<file path="src/include/acs_regs.vh">
// Register map, field positions, reset values and phase timing
// for the converter autosequencer.
// Assumes a 16-bit word-addressed register port and a 40 MHz clock.
`ifndef ACS_REGS_VH
`define ACS_REGS_VH

// ----------------------------------------
// Register addresses (word addresses)
// ----------------------------------------
`define ACS_ADDR_CTRL 16'h70a1
`define ACS_ADDR_LIMIT 16'h70a2
`define ACS_ADDR_SLOT0 16'h70a3
`define ACS_ADDR_SLOT1 16'h70a4
`define ACS_ADDR_SLOT2 16'h70a5
`define ACS_ADDR_SLOT3 16'h70a6
`define ACS_ADDR_STAT 16'h70a7
`define ACS_ADDR_RES0 16'h70a8
`define ACS_ADDR_RES15 16'h70b7

// ----------------------------------------
// Control register fields
// ----------------------------------------
`define ACS_CTL_CASC 0
`define ACS_CTL_CPS 1
`define ACS_CTL_APS_LO 2
`define ACS_CTL_APS_HI 5
`define ACS_CTL_GO1 6
`define ACS_CTL_GO2 7
`define ACS_CTL_RST2 8
`define ACS_CTL_BUSY1 9
`define ACS_CTL_BUSY2 10

// ----------------------------------------
// Limit register fields
// ----------------------------------------
`define ACS_LIM1_HI 3
`define ACS_LIM1_LO 0
`define ACS_LIM2_HI 6
`define ACS_LIM2_LO 4

// ----------------------------------------
// Reset values
// ----------------------------------------
`define ACS_RST_WORD 16'h0000
`define ACS_RST_CFG 6'h00
`define ACS_RST_LIM 7'h00

// ----------------------------------------
// Phase lengths in clock cycles, prescale clear
// ----------------------------------------
`define ACS_SYNC_CYC 7'd2
`define ACS_ACQ_BASE 7'd2
`define ACS_CONV_CYC 7'd10
`define ACS_EOC_CYC 7'd1
`define ACS_EOS_CYC 7'd1

`endif

</file>
<file path="src/verilog/acs_core.v">
// Autosequencer for a 16-input multiplexed 10-bit converter: slot
// registers, remaining count, status, result buffer and phase timer.
// Assumes a single 40 MHz clock; converter result bits arrive from
// the analog core asynchronously and are resynchronised here.
//
// Added by the designer: strobed register access.
`timescale 1ns/1ps
`include "acs_regs.vh"

// Overview of operation
// - Dual first sequencer wraps slot 7 to 0
// - Limit field means value plus one conversions
// - One remaining count shared by all sequencers
// - Remaining count loaded from limit at start
// - Remaining count means value plus one left
// - Count plus busy bits identify progress
// - Status bits 6-4 show second sequencer slot
// - Status bits 3-0 show first sequencer slot
// - Sixteen 4-bit slots, four per register
// - Slot value selects that analog input
// - Cascaded results 9-16 land in 8-15
// - Results left-justified, low six bits zero
// - Sync first only, end flag last only
// - Prescale clear lengths 2,2,10,1,1
// - Prescale set lengths 2or3,4,20,2,1
// - Acquisition grows linearly with window scale
// - Sessions start at initial slot, in order
// - Second sequencer starts and resets at 8
module acs_core (
  input wire clk_i,
  input wire sys_rst_i,
  input wire [15:0] addr_i,
  input wire [15:0] wdata_i,
  input wire wr_i,
  input wire rd_i,
  input wire [9:0] conv_data_i,
  output reg [15:0] rdata_o,
  output reg [3:0] mux_sel_o,
  output reg sample_o,
  output reg convert_o,
  output reg eos_o,
  output reg busy1_o,
  output reg busy2_o
);

  // ----------------------------------------
  // Sequencer states, one-hot
  // ----------------------------------------
  localparam [5:0] ST_IDLE = 6'h01;
  localparam [5:0] ST_SYNC = 6'h02;
  localparam [5:0] ST_ACQ = 6'h04;
  localparam [5:0] ST_CONV = 6'h08;
  localparam [5:0] ST_EOC = 6'h10;
  localparam [5:0] ST_EOS = 6'h20;

  // ----------------------------------------
  // Storage
  // ----------------------------------------
  reg casc; // Cascaded mode when set
  reg clock_prescale_select; // Clock prescale select
  reg [3:0] aps; // Acquisition window scale
  reg [6:0] limit; // Both conversion limits
  reg [15:0] slot_reg [0:3]; // Channel slot words
  reg [9:0] res_mem [0:15]; // Result buffer, no reset needed
  reg [5:0] state; // Shared converter state
  reg [6:0] cnt; // Phase cycles left minus one
  reg act2; // Second sequencer owns converter
  reg [3:0] ptr1; // First sequencer slot
  reg [2:0] ptr2; // Second sequencer slot less eight
  reg [3:0] rem; // Remaining conversions minus one
  reg pend1; // First start pending
  reg pend2; // Second start pending
  reg div_ph; // Converter clock phase, halved rate
  reg [9:0] cd_s1; // Result sync, first stage
  reg [9:0] cd_s2; // Result sync, second stage

  // ----------------------------------------
  // Decoded strobes
  // ----------------------------------------
  wire wr_ctrl = wr_i && (addr_i == `ACS_ADDR_CTRL);
  wire wr_lim = wr_i && (addr_i == `ACS_ADDR_LIMIT);
  wire go1_w = wr_ctrl && wdata_i[`ACS_CTL_GO1];
  // Second start is ignored in cascaded mode
  wire go2_w = wr_ctrl && wdata_i[`ACS_CTL_GO2] && !casc;
  wire rst2_w = wr_ctrl && wdata_i[`ACS_CTL_RST2];
  wire idle = (state == ST_IDLE);
  wire abort2 = rst2_w && act2 && !idle;
  wire done = (cnt == 7'd0);

  // ----------------------------------------
  // Functions
  // ----------------------------------------
  // Phase length in cycles for the state being entered
  function [6:0] acs_len;
    input [5:0] ph;
    input c;
    input [3:0] s;
    reg [6:0] b;
    begin
      b = 7'd0;
      case (ph)
        ST_ACQ: begin
          b = `ACS_ACQ_BASE + {2'b00, s, 1'b0};
        end
        ST_CONV: begin
          b = `ACS_CONV_CYC;
        end
        ST_EOC: begin
          b = `ACS_EOC_CYC;
        end
        default: begin
          b = `ACS_EOS_CYC;
        end
      endcase
      // halved converter clock doubles work phases
      if (c && (ph != ST_EOS)) begin
        acs_len = {b[5:0], 1'b0};
      end else begin
        acs_len = b;
      end
    end
  endfunction

  // Buffer index of a sequencer position
  function [3:0] acs_idx;
    input second;
    input cas;
    input [3:0] p1;
    input [2:0] p2;
    begin
      if (second) begin
        // second sequencer lives at slots 8-15
        acs_idx = {1'b1, p2};
      end else if (cas) begin
        acs_idx = p1;
      end else begin
        acs_idx = {1'b0, p1[2:0]};
      end
    end
  endfunction

  // Channel held in a slot
  function [3:0] acs_chan;
    input [3:0] idx;
    reg [15:0] w;
    begin
      w = slot_reg[idx[3:2]];
      // lowest slot in least significant nibble
      acs_chan = w[{idx[1:0], 2'b00} +: 4];
    end
  endfunction

  wire [3:0] cur_idx = acs_idx(act2, casc, ptr1, ptr2);
  // dual mode wraps the first pointer past seven
  wire [3:0] nxt_p1 = casc ? ptr1 + 4'h1 : {1'b0, ptr1[2:0] + 3'h1};
  wire [2:0] nxt_p2 = ptr2 + 3'h1;
  wire [3:0] nxt_idx = acs_idx(act2, casc, nxt_p1, nxt_p2);

  // ----------------------------------------
  // Configuration registers
  // ----------------------------------------
  // Software writes to control, limit and slot words
  always @(posedge clk_i or posedge sys_rst_i) begin
    if (sys_rst_i) begin
      casc <= 1'b0;
      clock_prescale_select <= 1'b0;
      aps <= 4'h0;
      limit <= `ACS_RST_LIM;
      slot_reg[0] <= `ACS_RST_WORD;
      slot_reg[1] <= `ACS_RST_WORD;
      slot_reg[2] <= `ACS_RST_WORD;
      slot_reg[3] <= `ACS_RST_WORD;
    end else begin
      if (wr_ctrl) begin
        casc <= wdata_i[`ACS_CTL_CASC];
        clock_prescale_select <= wdata_i[`ACS_CTL_CPS];
        aps <= wdata_i[`ACS_CTL_APS_HI:`ACS_CTL_APS_LO];
      end
      if (wr_lim) begin
        limit <= wdata_i[6:0];
      end
      if (wr_i && (addr_i >= `ACS_ADDR_SLOT0) && (addr_i <= `ACS_ADDR_SLOT3)) begin
        slot_reg[addr_i[1:0] + 2'b01] <= wdata_i;
      end
    end
  end

  // ----------------------------------------
  // Converter clock phase and result sync
  // ----------------------------------------
  // Free-running divide by two stands in for the converter clock
  always @(posedge clk_i or posedge sys_rst_i) begin
    if (sys_rst_i) begin
      div_ph <= 1'b0;
      cd_s1 <= 10'h000;
      cd_s2 <= 10'h000;
    end else begin
      div_ph <= ~div_ph;
      cd_s1 <= conv_data_i;
      cd_s2 <= cd_s1;
    end
  end

  // ----------------------------------------
  // Start requests
  // ----------------------------------------
  // A new request wins over the clear that a start performs
  always @(posedge clk_i or posedge sys_rst_i) begin
    if (sys_rst_i) begin
      pend1 <= 1'b0;
      pend2 <= 1'b0;
    end else begin
      pend1 <= go1_w | (pend1 & ~idle);
      // Second start only taken when first is not waiting;
      // a start written beside the reset bit still stands
      pend2 <= go2_w | (pend2 & ~rst2_w & ~(idle & ~pend1));
    end
  end

  // ----------------------------------------
  // Sequencer and phase timer
  // ----------------------------------------
  // One converter shared; first sequencer has priority
  always @(posedge clk_i or posedge sys_rst_i) begin
    if (sys_rst_i) begin
      state <= ST_IDLE;
      cnt <= 7'd0;
      act2 <= 1'b0;
      // counter and state fields reset to zero
      ptr1 <= 4'h0;
      ptr2 <= 3'h0;
      rem <= 4'h0;
      mux_sel_o <= 4'h0;
    end else if (abort2) begin
      // abort back to slot eight, waiting
      state <= ST_IDLE;
      cnt <= 7'd0;
      ptr2 <= 3'h0;
    end else begin
      case (state)
        ST_IDLE: begin
          if (pend1) begin
            act2 <= 1'b0;
            ptr1 <= 4'h0;
            rem <= casc ? limit[`ACS_LIM1_HI:`ACS_LIM1_LO] :
                   limit[`ACS_LIM1_HI:`ACS_LIM1_LO];
            // slot value is the input number
            mux_sel_o <= acs_chan(4'h0);
            // extra sync cycle off the converter clock
            cnt <= `ACS_SYNC_CYC - 7'd1 + {6'h00, clock_prescale_select & div_ph};
            state <= ST_SYNC;
          end else if (pend2 && !casc) begin
            act2 <= 1'b1;
            // second sequencer begins at slot eight
            ptr2 <= 3'h0;
            // second limit is three bits wide
            rem <= {1'b0, limit[`ACS_LIM2_HI:`ACS_LIM2_LO]};
            mux_sel_o <= acs_chan(4'h8);
            cnt <= `ACS_SYNC_CYC - 7'd1 + {6'h00, clock_prescale_select & div_ph};
            state <= ST_SYNC;
          end
        end
        // sync only ahead of the first conversion
        ST_SYNC: begin
          if (done) begin
            cnt <= acs_len(ST_ACQ, clock_prescale_select, aps) - 7'd1;
            state <= ST_ACQ;
          end else begin
            cnt <= cnt - 7'd1;
          end
        end
        ST_ACQ: begin
          if (done) begin
            cnt <= acs_len(ST_CONV, clock_prescale_select, aps) - 7'd1;
            state <= ST_CONV;
          end else begin
            cnt <= cnt - 7'd1;
          end
        end
        ST_CONV: begin
          if (done) begin
            cnt <= acs_len(ST_EOC, clock_prescale_select, aps) - 7'd1;
            state <= ST_EOC;
          end else begin
            cnt <= cnt - 7'd1;
          end
        end
        ST_EOC: begin
          if (!done) begin
            cnt <= cnt - 7'd1;
          end else if (rem == 4'h0) begin
            // end flag cycle after the last only
            cnt <= acs_len(ST_EOS, clock_prescale_select, aps) - 7'd1;
            state <= ST_EOS;
          end else begin
            // one fewer left per finished conversion
            rem <= rem - 4'h1;
            // step to next slot in order
            if (act2) begin
              ptr2 <= nxt_p2;
            end else begin
              ptr1 <= nxt_p1;
            end
            mux_sel_o <= acs_chan(nxt_idx);
            cnt <= acs_len(ST_ACQ, clock_prescale_select, aps) - 7'd1;
            state <= ST_ACQ;
          end
        end
        ST_EOS: begin
          if (done) begin
            // busy drops after the final conversion
            state <= ST_IDLE;
          end else begin
            cnt <= cnt - 7'd1;
          end
        end
        default: begin
          state <= ST_IDLE;
        end
      endcase
    end
  end

  // ----------------------------------------
  // Result buffer
  // ----------------------------------------
  // Captured on the last EOC cycle, in slot order
  always @(posedge clk_i) begin
    if ((state == ST_EOC) && done && !abort2) begin
      res_mem[cur_idx] <= cd_s2;
    end
  end

  // ----------------------------------------
  // Converter-facing outputs
  // ----------------------------------------
  // Registered copies of the phase, one cycle behind the state
  always @(posedge clk_i or posedge sys_rst_i) begin
    if (sys_rst_i) begin
      sample_o <= 1'b0;
      convert_o <= 1'b0;
      eos_o <= 1'b0;
      busy1_o <= 1'b0;
      busy2_o <= 1'b0;
    end else begin
      sample_o <= (state == ST_ACQ);
      convert_o <= (state == ST_CONV);
      eos_o <= (state == ST_EOS) && done;
      // busy bits pair with the shared count
      busy1_o <= !idle && !act2;
      busy2_o <= !idle && act2 && !abort2;
    end
  end

  // ----------------------------------------
  // Register read port
  // ----------------------------------------
  // Data stand in the cycle after the read strobe
  always @(posedge clk_i or posedge sys_rst_i) begin
    if (sys_rst_i) begin
      rdata_o <= `ACS_RST_WORD;
    end else if (rd_i) begin
      if (addr_i == `ACS_ADDR_CTRL) begin
        rdata_o <= {5'h00, busy2_o, busy1_o, 3'h0, aps, clock_prescale_select, casc};
      end else if (addr_i == `ACS_ADDR_LIMIT) begin
        rdata_o <= {9'h000, limit};
      end else if ((addr_i >= `ACS_ADDR_SLOT0) && (addr_i <= `ACS_ADDR_SLOT3)) begin
        rdata_o <= slot_reg[addr_i[1:0] + 2'b01];
      end else if (addr_i == `ACS_ADDR_STAT) begin
        // one count field shared by both sequencers
        rdata_o <= {4'h0, rem, 1'b0, ptr2, ptr1};
      end else if ((addr_i >= `ACS_ADDR_RES0) && (addr_i <= `ACS_ADDR_RES15)) begin
        rdata_o <= {res_mem[addr_i[3:0] - 4'h8], 6'h00};
      end else begin
        // Unmapped addresses read as zero
        rdata_o <= `ACS_RST_WORD;
      end
    end else begin
      rdata_o <= `ACS_RST_WORD;
    end
  end

endmodule // acs_core

</file>
<file path="config.mk">
export PLATFORM = sky130hd
export DESIGN_NAME = acs_core
export DESIGN_NICKNAME = d
export VERILOG_FILES = /design/src/verilog/acs_core.v
export VERILOG_INCLUDE_DIRS = /design/src /design/src/include
export SDC_FILE = /design/constraint.sdc
export NUM_CORES = 1
export LEC_CHECK = 0
export ABC_CLOCK_PERIOD_IN_PS = 5700
export BUFFER_PORTS_ARGS = -buffer_cell sky130_fd_sc_hd__buf_2
export CAP_MARGIN = 30
export CORE_UTILIZATION = 55
export DETAILED_ROUTE_END_ITERATION = 10
export PLACE_DENSITY = 0.73
export SLEW_MARGIN = 20
export SYNTH_ARGS = -nofsm -noshare
export SYNTH_HDL_FRONTEND = slang
export SYNTH_SLANG_ARGS = --single-unit
</file>
<file path="constraint.sdc">
create_clock -name clk_i -period 5.7 [get_ports clk_i]
set_input_delay 0.57 -clock clk_i [delete_from_list [all_inputs] [get_ports clk_i]]
set_output_delay 0.57 -clock clk_i [all_outputs]
set_load 0.03 [all_outputs]
</file>
==> out/results.ini, run 1 <==
[route]
wl_met2_mm = 15.8
via_count = 9541
postRouteAntennaNets = 0
vias_per_cell = 6.51
met3_length_mm = 3.02
top_layer_used = met4
remaining_drc_errors = 0
drt_iter0_markers = 1215
drt-met1-wl_mm = 15.2
routed_wl_mm = 35.2
dr.pass1.iters = 5
wl_per_cell_um = 24.0

[global_routing]
overflow = 0
antenna_found_initial = 0
grt_pass1_wl_mm = 54.9
grt_max_degree = 76
gr-usage-all-layers_pct = 27.5
grt_pass1_vias = 9161

[floorplanning]
rows = 58
die_h_um = 163
start_util_pct = 56.5
die_w_um = 163
boundaryPins = 71
die-area_mm2 = 0.0267
core-area_mm2 = 0.0253

[clocking]
clockBufferDepth = 3
cts_root_buf = clkbuf_16
htreeDepth = 1
cts_sinks = 310
ctsResizeCount = 0
cts_setup_buffers = 0
hold_buffers = 0
clkTransAtPathRegs_ns = 0.07
numCtsBuffers = 31
cts_tree = yes
insertion_delay_ns = 0.58

[logic_synthesis]
synth_top_flop_cell = edfxtp_1
syn_inst = 1048
synth_warnings = 0
avgSynthCellArea_um2 = 13.7
ys_ff_latch = 310
seq_area_frac_synth_pct = 59.8
synth_edf_count = 160
synth_nets = 1103
synth_cell_types = 77
synthesis.area_mm2 = 0.0143
async_reset_ff_share_pct = 48.4

[finish]
fin_area_mm2 = 0.0162
fillers = 1827
layout.nets = 1166
drive_gt1_share_pct = 27.0
largest_reg_flops = 160
final_cells = 1465
antennaDiodeCount = 0
layout_commonest_cell = edfxtp_1
final_util_pct = 63.8
layout_common_cells = 160 x edfxtp_1, 149 x dfrtp_1, 92 x nand2_1
area_growth_pct = 12.8

[timing]
fin_skew_ns = 0.0118
min_period_ns = 3.76
finalWorstSetupSlack_ns = 1.94
maxSlewHeadroom_pct = 33.9
rsz0062_at_grt = no
worst_pin_slew_ns = 0.989
tns_ns = 0
setup_viol = 0
final_hold_viol_count = 0
fmax_ghz = 0.266
fin_crit_sh_pct = 66.0
fin_hold_ws_ns = 0.0978
slew_viol_final = 0

[job]
drv_cap = 0

[pwr]
p_leak_nw = 6.51
finalPower_mw = 5.51
power_density_mw_per_mm2 = 341
ir_drop_uv = 273

[worst_setup_path]
cp-end-kind = flop
arrival_ns = 3.96
critPathLaunchType = flop
crit_path_max_fanout = 14
crit_type = flop to flop
crit_required_ns = 5.89

[place]
portBuffers = 70
postPlaceCellArea_mm2 = 0.0149
finalWeightedCongestion = 0.886
dp_cells = 1400
post-place-ws_ns = 1.98
hpwlAfterDp_mm = 23.3

[hold_path]
min_path_type = primary input to flop

[status]
status = completed

critical path, stage by stage, from the launching register on:
cell and delay, ns:
dfrtp_1 0.44, inv_1 0.09, ha_1 0.18, or4b_4 0.50
or3_1 0.57, nor4_1 0.59, nand2b_1 0.27, nor2_1 0.73
report_power, final:
part	switching, mW	internal, mW	total, mW
clock network	0.889	1.43	2.32
registers	0.0793	2.42	2.50
logic	0.449	0.249	0.698
total	1.42	4.10	5.51
cell families (layout without fill, tap and decap cells):
| logic type | Yosys count | in the layout | share of synthesized area [%] |
|---|---|---|---|
| buffers and inverters | 80 | 167 | 2.38 |
| and+or+nand+nor | 273 | 273 | 9.65 |
| adders and majority gates | 9 | 9 | 0.786 |
| muxes | 175 | 175 | 18.0 |
| xor gates and xnor gates | 7 | 7 | 0.428 |
| DFF | 310 | 310 | 59.8 |
| AOI/OAI and AO/OA | 194 | 194 | 8.98 |
path summary, 6_finish.rpt:
path                                start             end  slack [ns]  cells past startpoint
setup / recovery                   cnt[0]  res_mem[10][3]        1.94                      7
hold / removal             conv_data_i[5]        cd_s1[5]         0.1                      1
setup reg to reg                   cnt[0]  res_mem[10][3]        1.94                      7
hold reg to reg                  cd_s1[7]        cd_s2[7]        0.35                      0
max in group asynchronous       sys_rst_i    slot_reg[26]        4.41                      3
min in group asynchronous       sys_rst_i        cd_s1[5]        0.12                      2
final cells by class:
type	count	area [µm²]	area share [%]
well taps	330	413	2.56
flip-flops and latches	310	8560	53.0
repair buffers	90	513	3.17
clock buffers	36	805	4.98
multi-input cells	658	5430	33.6
clock inverters	21	360	2.23
inverters	20	80.1	0.496
synthesized netlist by cell type, drive strengths merged, types with 6 or more instances:
cell	count	area share, %
a21oi	40	1.4
nor4	10	0.63
clkbuf	34	0.89
inv	20	0.52
edfxtp	160	34
a31oi	12	0.52
dfrtp	149	26
mux2	78	6.1
nand2	92	2.4
nor2	66	1.8
o21ai	55	2.0
nand2b	9	0.39
nor3	19	0.73
nor2b	13	0.57
a221oi	7	0.43
nand3	19	0.66
a21boi	6	0.31
and2	10	0.44
mux4	58	9.1
mux2i	39	2.8
a22oi	12	0.63
ha	9	0.79
or3	6	0.26
o211ai	10	0.52
buf	26	0.96
layer usage:
layer | global-route usage, % | vias up
met1 | 40.6 | 4839
met5 | 0 | -
met2 | 40.9 | 479
met3 | 5.64 | 87
met4 | 8.45 | 0
li1 | - | 4136
Power figures use the tool's default switching activity.
==> inputs of run 2 (changes only) <==
ABC_CLOCK_PERIOD_IN_PS = 3200   (was 5700)
PLACE_DENSITY = 0.76   (was 0.73)
clock period = 3.2 ns   (was 5.7 ns; I/O delays follow)
==> run 2 against run 1 <==
  * Sequential share of layout area shrank 1.3 points
  * Die area is the same
  * Core utilization grew 1.6 points
  * Clock-buffer cell count grew 17
  * Maximum frequency grew 24%
  * Total power grew 76%
  * Hold slack lost 0.026 ns
  * First-iteration DRC count shrank 15%
  * Global-route usage is essentially flat
  * Setup slack lost 1.8 ns
  * Cell count grew 4.0%
  * Flip-flop and latch count is the same
  * Critical path type unchanged
  * Largest cell class unchanged
==> out/results.ini, run 2 (synthesis results as in run 1) <==
[finish]
antennaDiodeCount = 0  ; unchanged
layout_common_cells = 160 x edfxtp_1, 149 x dfrtp_1, 92 x nand2_1
drive_gt1_share_pct = 28.9  ; +2.0 points
largest_reg_flops = 160  ; unchanged
area_growth_pct = 15.7
layout.nets = 1222  ; +4.8%
final_cells = 1523  ; +4.0%
layout_commonest_cell = edfxtp_1

[timing]
slew_viol_final = 0  ; unchanged
rsz0062_at_grt = no
fin_skew_ns = 0.0218  ; +0.00999 ns
maxSlewHeadroom_pct = 54.0  ; +20 points
fin_crit_sh_pct = 95.2  ; +29 points
tns_ns = 0  ; unchanged
worst_pin_slew_ns = 0.689  ; -0.300 ns
final_hold_viol_count = 0  ; unchanged
fmax_ghz = 0.328  ; +24%
setup_viol = 0  ; unchanged
min_period_ns = 3.05  ; -0.716 ns
fin_hold_ws_ns = 0.0717  ; -0.0260 ns

[worst_setup_path]
arrival_ns = 3.27  ; -0.69 ns
crit_type = flop to flop
crit_path_cell_trace = inv_1 > ha_1 > or4b_4 > or3_1 > nor4_1 > buf_4 > nand2b_1 > nor2_1 > buf_4
critPathMostFrequentCell = buf_4
reg2reg_from = cnt[0]
slowest_delay_ns = 0.50  ; -0.23 ns
r2r-end = res_mem[9][3]
critPathLaunchType = flop
rrSetupSlack_ns = 0.15  ; -1.78 ns
crit_path_max_fanout = 8  ; -6
crit_required_ns = 3.42  ; -2.47 ns
slowest_stage = or4b_4
r2r_cells = 9  ; +2
cp-end-kind = flop

[clocking]
clockBufferDepth = 3  ; unchanged
htreeDepth = 2  ; +1
numCtsBuffers = 35  ; +13%
clkTransAtPathRegs_ns = 0.06  ; about the same
cts_tree = yes
insertion_delay_ns = 0.53  ; -0.05 ns
cts_sinks = 310  ; unchanged
cts_setup_buffers = 0  ; unchanged
cts_root_buf = clkbuf_16

[hold_path]
hold_end = busy2_o
holdPathStages = 2  ; +1
hold_start = wdata_i[8]
min_path_type = primary input to flop

[floorplanning]
boundaryPins = 71  ; unchanged
rows = 58  ; unchanged
die_h_um = 163  ; unchanged
die-area_mm2 = 0.0267  ; unchanged
core-area_mm2 = 0.0253  ; unchanged
start_util_pct = 56.5  ; unchanged
die_w_um = 163  ; unchanged

[pwr]
ir_drop_uv = 588  ; +120%
power_density_mw_per_mm2 = 584  ; +71%
p_leak_nw = 6.75  ; +3.8%

[global_routing]
overflow = 0  ; unchanged
grt_pass1_vias = 9491  ; +3.6%
antenna_found_initial = 0  ; unchanged
grt_pass1_wl_mm = 55.1  ; +0.39%
gr-usage-all-layers_pct = 27.5  ; about the same
grt_max_degree = 104  ; +37%

[place]
finalWeightedCongestion = 0.934  ; +5.4%
hpwlAfterDp_mm = 23.4  ; +0.35%
dp_cells = 1448  ; +3.4%
portBuffers = 70  ; unchanged

[route]
via_count = 9635  ; +0.99%
vias_per_cell = 6.33  ; -2.9%
wl_per_cell_um = 22.8  ; -4.8%
routed_wl_mm = 34.8  ; -1.1%
postRouteAntennaNets = 0  ; unchanged
remaining_drc_errors = 0  ; unchanged
dr.pass1.iters = 5  ; unchanged
drt_iter0_markers = 1027  ; -15%

[status]
status = completed

[job]
drv_cap = 0  ; unchanged

-- run 2: cell count changes in the layout (fill, tap and decap cells not counted), moves of 2 or more --
| cell | previous run | this run |
|---|---|---|
| buf_4 | 17 | 58 |
| dlygate4sd3_1 | 0 | 11 |
| clkbuf_1 | 4 | 12 |
| bufinv_16 | 9 | 2 |
| clkbuf_8 | 1 | 6 |
| clkbuf_16 | 31 | 35 |
| clkinv_2 | 6 | 3 |
| buf_12 | 0 | 2 |
| buf_8 | 2 | 0 |
| inv_6 | 3 | 1 |
-- run 2: area by class of cell --
| type | count | area, µm² |
|---|---|---|
| fill | 1815 | 8750 |
| clock inverter | 10 | 149 |
| timing repair buffer | 142 | 947 |
| sequential | 310 | 8560 |
| clock buffer | 53 | 1000 |
| tap | 330 | 413 |
| multi-input combinational | 658 | 5420 |
| inverter | 20 | 78.8 |
-- run 2: how the worst max path moves through the flow --
stage,from,endpoint
floorplan,addr_i[1],res_mem[10][0]
global placement,cnt[0],res_mem[9][1]
detailed placement,cnt[0],res_mem[9][1]
CTS,cnt[0],res_mem[9][3]
global route,state[2],res_mem[9][3]
finish,cnt[0],res_mem[9][3]
-- run 2: what timing repair did --
item / 4_1_cts / 5_1_grt
hold endpoints to repair: 12 / 0
gates resized for setup: 0 / 0
hold buffers: 11 / 0
-- run 2: power by group --
part           switching, mW  internal, mW  total, mW
combinational          0.785         0.492       1.28
sequential             0.136          4.31       4.45
clock                   1.60          2.36       3.96
total                   2.53          7.16       9.68
-- run 2: metrics by stage --
stage          cell area (µm²)  total power [mW]  util, %  setup slack (ns)
2_1_floorplan            14300              5.42        -            0.0119
3_3_place_gp             15300              5.74     60.4             0.185
3_5_place_dp             15300              5.77     60.4             0.201
4_1_cts                  16600              9.72     65.4             0.170
5_1_grt                  16600              10.0     65.4            0.0341
6_report                 16600              9.68     65.4             0.154
-- run 2: critical path: cells and delay by family (launching register included) --
kind,cells,cell delay (ns)
and+or+nand+nor,5,1.65
DFF,1,0.41
buffers and inverters,3,0.51
adders and majority gates,1,0.19
-- run 2: layer usage --
layer | vias up | part of all wire [%] | GRT usage (%)
li1 | 4265 | - | -
met1 | 4863 | 42 | 39.3
met2 | 443 | 47 | 43.2
met3 | 64 | 8.1 | 5.00
met4 | 0 | 2.4 | 7.94
met5 | - | 0 | 0
==> inputs of run 3 (changes only) <==
CAP_MARGIN = unset   (was 30)
CORE_UTILIZATION = 56   (was 55)
PLACE_DENSITY = 0.77   (was 0.76)
==> run 3 against run 2 <==
  * Clock skew shrank 0.0066 ns
  * Non-clock buffer count decreased by 8
  * Critical endpoint is now rem[3]
  * Highest routed layer is now met5
  * Final area about the same
  * Combinational power barely moved
  * Largest cell class unchanged
  * Clock-buffer cell count unchanged
  * Flip-flop and latch count stayed put
  * Maximum frequency grew 0.82%
  * Cell count fell by 0.46%
==> out/results.ini, run 3 (synthesis results as in run 1) <==
[finish]
fin_area_mm2 = 0.0166  ; about the same
largest_reg_flops = 160  ; unchanged
layout_commonest_cell = edfxtp_1
fillers = 1828  ; +0.72%
layout_common_cells = 160 x edfxtp_1, 149 x dfrtp_1, 92 x nand2_1
final-seq-area_mm2 = 0.00856  ; unchanged
multi_input_area_mm2 = 0.00542  ; unchanged
layout.nets = 1213  ; -0.74%
drive_gt1_share_pct = 28.7  ; -0.20 points
area_growth_pct = 15.6  ; about the same

[worst_setup_path]
crit_path_max_fanout = 13  ; +5
crit_required_ns = 3.59  ; +0.17 ns
slowest_stage = or4b_4
crit_path_cell_trace = inv_1 > ha_1 > or4b_4 > or3_1 > buf_4 > nor2_2 > o21ai_2 > or3_1 > a311oi_1 > a21oi_1
cp-end-kind = flop
crit_type = flop to flop
slowest_delay_ns = 0.51  ; about the same
arrival_ns = 3.41  ; +0.14 ns
critPathLaunchType = flop
critPathMostFrequentCell = or3_1

[global_routing]
grt_max_degree = 37  ; -64%
grt_pass1_vias = 9461  ; -0.32%
grt_pass1_wl_mm = 53.5  ; -2.8%
overflow = 0  ; unchanged
gr-usage-all-layers_pct = 26.9  ; -0.57 points
antenna_found_initial = 3  ; +3

[clocking]
cts_tree = yes
cts_sinks = 310  ; unchanged
clockBufferDepth = 3  ; unchanged
htreeDepth = 2  ; unchanged
clkTransAtPathRegs_ns = 0.06  ; about the same
cts_setup_buffers = 0  ; unchanged
ctsResizeCount = 0  ; unchanged
insertion_delay_ns = 0.52  ; about the same
numCtsBuffers = 34  ; -2.9%
cts_root_buf = clkbuf_16
hold_buffers = 11  ; unchanged

[route]
remaining_drc_errors = 0  ; unchanged
vias_per_cell = 6.33  ; about the same
routed_wl_mm = 34.2  ; -1.8%
postRouteAntennaNets = 0  ; unchanged
via_count = 9592  ; -0.45%
dr.pass1.iters = 8  ; +3
drt_iter0_markers = 1122  ; +9.3%
wl_per_cell_um = 22.5  ; -1.3%

[place]
hpwlAfterDp_mm = 23.3  ; -0.35%
portBuffers = 70  ; unchanged
postPlaceCellArea_mm2 = 0.0152  ; -0.37%
finalWeightedCongestion = 0.930  ; -0.40%

[timing]
fmax_ghz = 0.331  ; +0.82%
fin_crit_sh_pct = 94.4  ; -0.78 points
setup_viol = 0  ; unchanged
rsz0062_at_grt = no
min_period_ns = 3.02  ; -0.0248 ns
fin_skew_ns = 0.0152  ; -0.00655 ns
fin_hold_ws_ns = 0.0606  ; -0.0112 ns
tns_ns = 0  ; unchanged
slew_viol_final = 0  ; unchanged
worst_pin_slew_ns = 0.990  ; +0.300 ns
maxSlewHeadroom_pct = 33.8  ; -20 points
final_hold_viol_count = 0  ; unchanged

[floorplanning]
die-area_mm2 = 0.0262  ; -1.8%
boundaryPins = 71  ; unchanged
die_h_um = 162  ; -0.89%
core-area_mm2 = 0.0251  ; -0.86%
die_w_um = 162  ; -0.89%
rows = 58  ; unchanged
start_util_pct = 57.0  ; +0.49 points

[pwr]
p_clk_share_pct = 41.4  ; +0.5 points
p_sw_share_pct = 25.3  ; -0.74 points
p_leak_nw = 6.74  ; -0.26%
power.internal_mw = 7.32  ; +2.3%
ir_drop_uv = 464  ; -21%
combPwrFrac_pct = 13.2  ; about the same
seq_power_share_pct = 45.4  ; -0.5 points
power_density_mw_per_mm2 = 592  ; +1.4%
p_switching_mw = 2.49  ; -1.6%
finalPower_mw = 9.81  ; +1.3%

[hold_path]
min_path_type = primary input to flop

[status]
status = completed

[job]
drv_cap = 0  ; unchanged

[run 3: power groups by stage]
| stage | combinational [mW] | sequential, mW | clock, mW |
|---|---|---|---|
| floorplan | 0.888 | 4.53 | 0 |
| global placement | 1.23 | 4.52 | 0 |
| detailed placement | 1.26 | 4.53 | 0 |
| CTS | 1.28 | 4.45 | 4.12 |
| global route | 1.41 | 4.46 | 4.26 |
| finish | 1.29 | 4.45 | 4.07 |
[run 3: path summary, 6_finish.rpt]
| path | cells past startpoint | slack [ns] | endpoint | from |
|---|---|---|---|---|
| worst max-delay path | 10 | 0.18 | rem[3] | cnt[0] |
| worst min-delay path | 2 | 0.06 | busy2_o | wdata_i[8] |
| worst max register to register | 10 | 0.18 | rem[3] | cnt[0] |
| worst min register to register | 0 | 0.35 | cd_s2[6] | cd_s1[6] |
| max in group asynchronous | 4 | 1.85 | rdata_o[2] | sys_rst_i |
| min in group asynchronous | 3 | 0.52 | cd_s2[5] | sys_rst_i |
[run 3: through the flow]
step	utilization [%]	setup slack, ns	std cells
after floorplan	-	0.0119	1048
after global placement	60.7	0.293	1441
after detailed placement	60.7	0.234	1441
after CTS	65.9	0.206	1514
after global routing	65.9	0.0522	1515
final	65.9	0.179	1516
[run 3: worst max-delay path, delay by kind of cell (launching register included)]
kind / cells / cell delay, ns
adders and majority gates: 1 / 0.18
and+or+nand+nor: 4 / 1.58
DFF: 1 / 0.41
AOI/OAI and AO/OA: 3 / 0.46
buffers and inverters: 2 / 0.28
[run 3: cell type report]
class / instances / area share, %
Antenna cell: 2 / 0.0302
Tap cell: 330 / 2.49
Clock inverter: 9 / 0.854
Inverter: 20 / 0.476
Multi-Input combinational cell: 658 / 32.7
Timing Repair Buffer: 134 / 5.35
Sequential cell: 310 / 51.7
Clock buffer: 53 / 6.36
[run 3: per-layer routing]
layer  global-route usage [%]  wire (µm)  part of all wire [%]  up-vias
li1                         -          -                     -     4236
met4                     8.62        993                   2.9        2
met3                     6.00       2920                   8.5       76
met5                        0         13                 0.038        -
met2                     41.0      15700                    46      450
met1                     38.7      14600                    43     4828
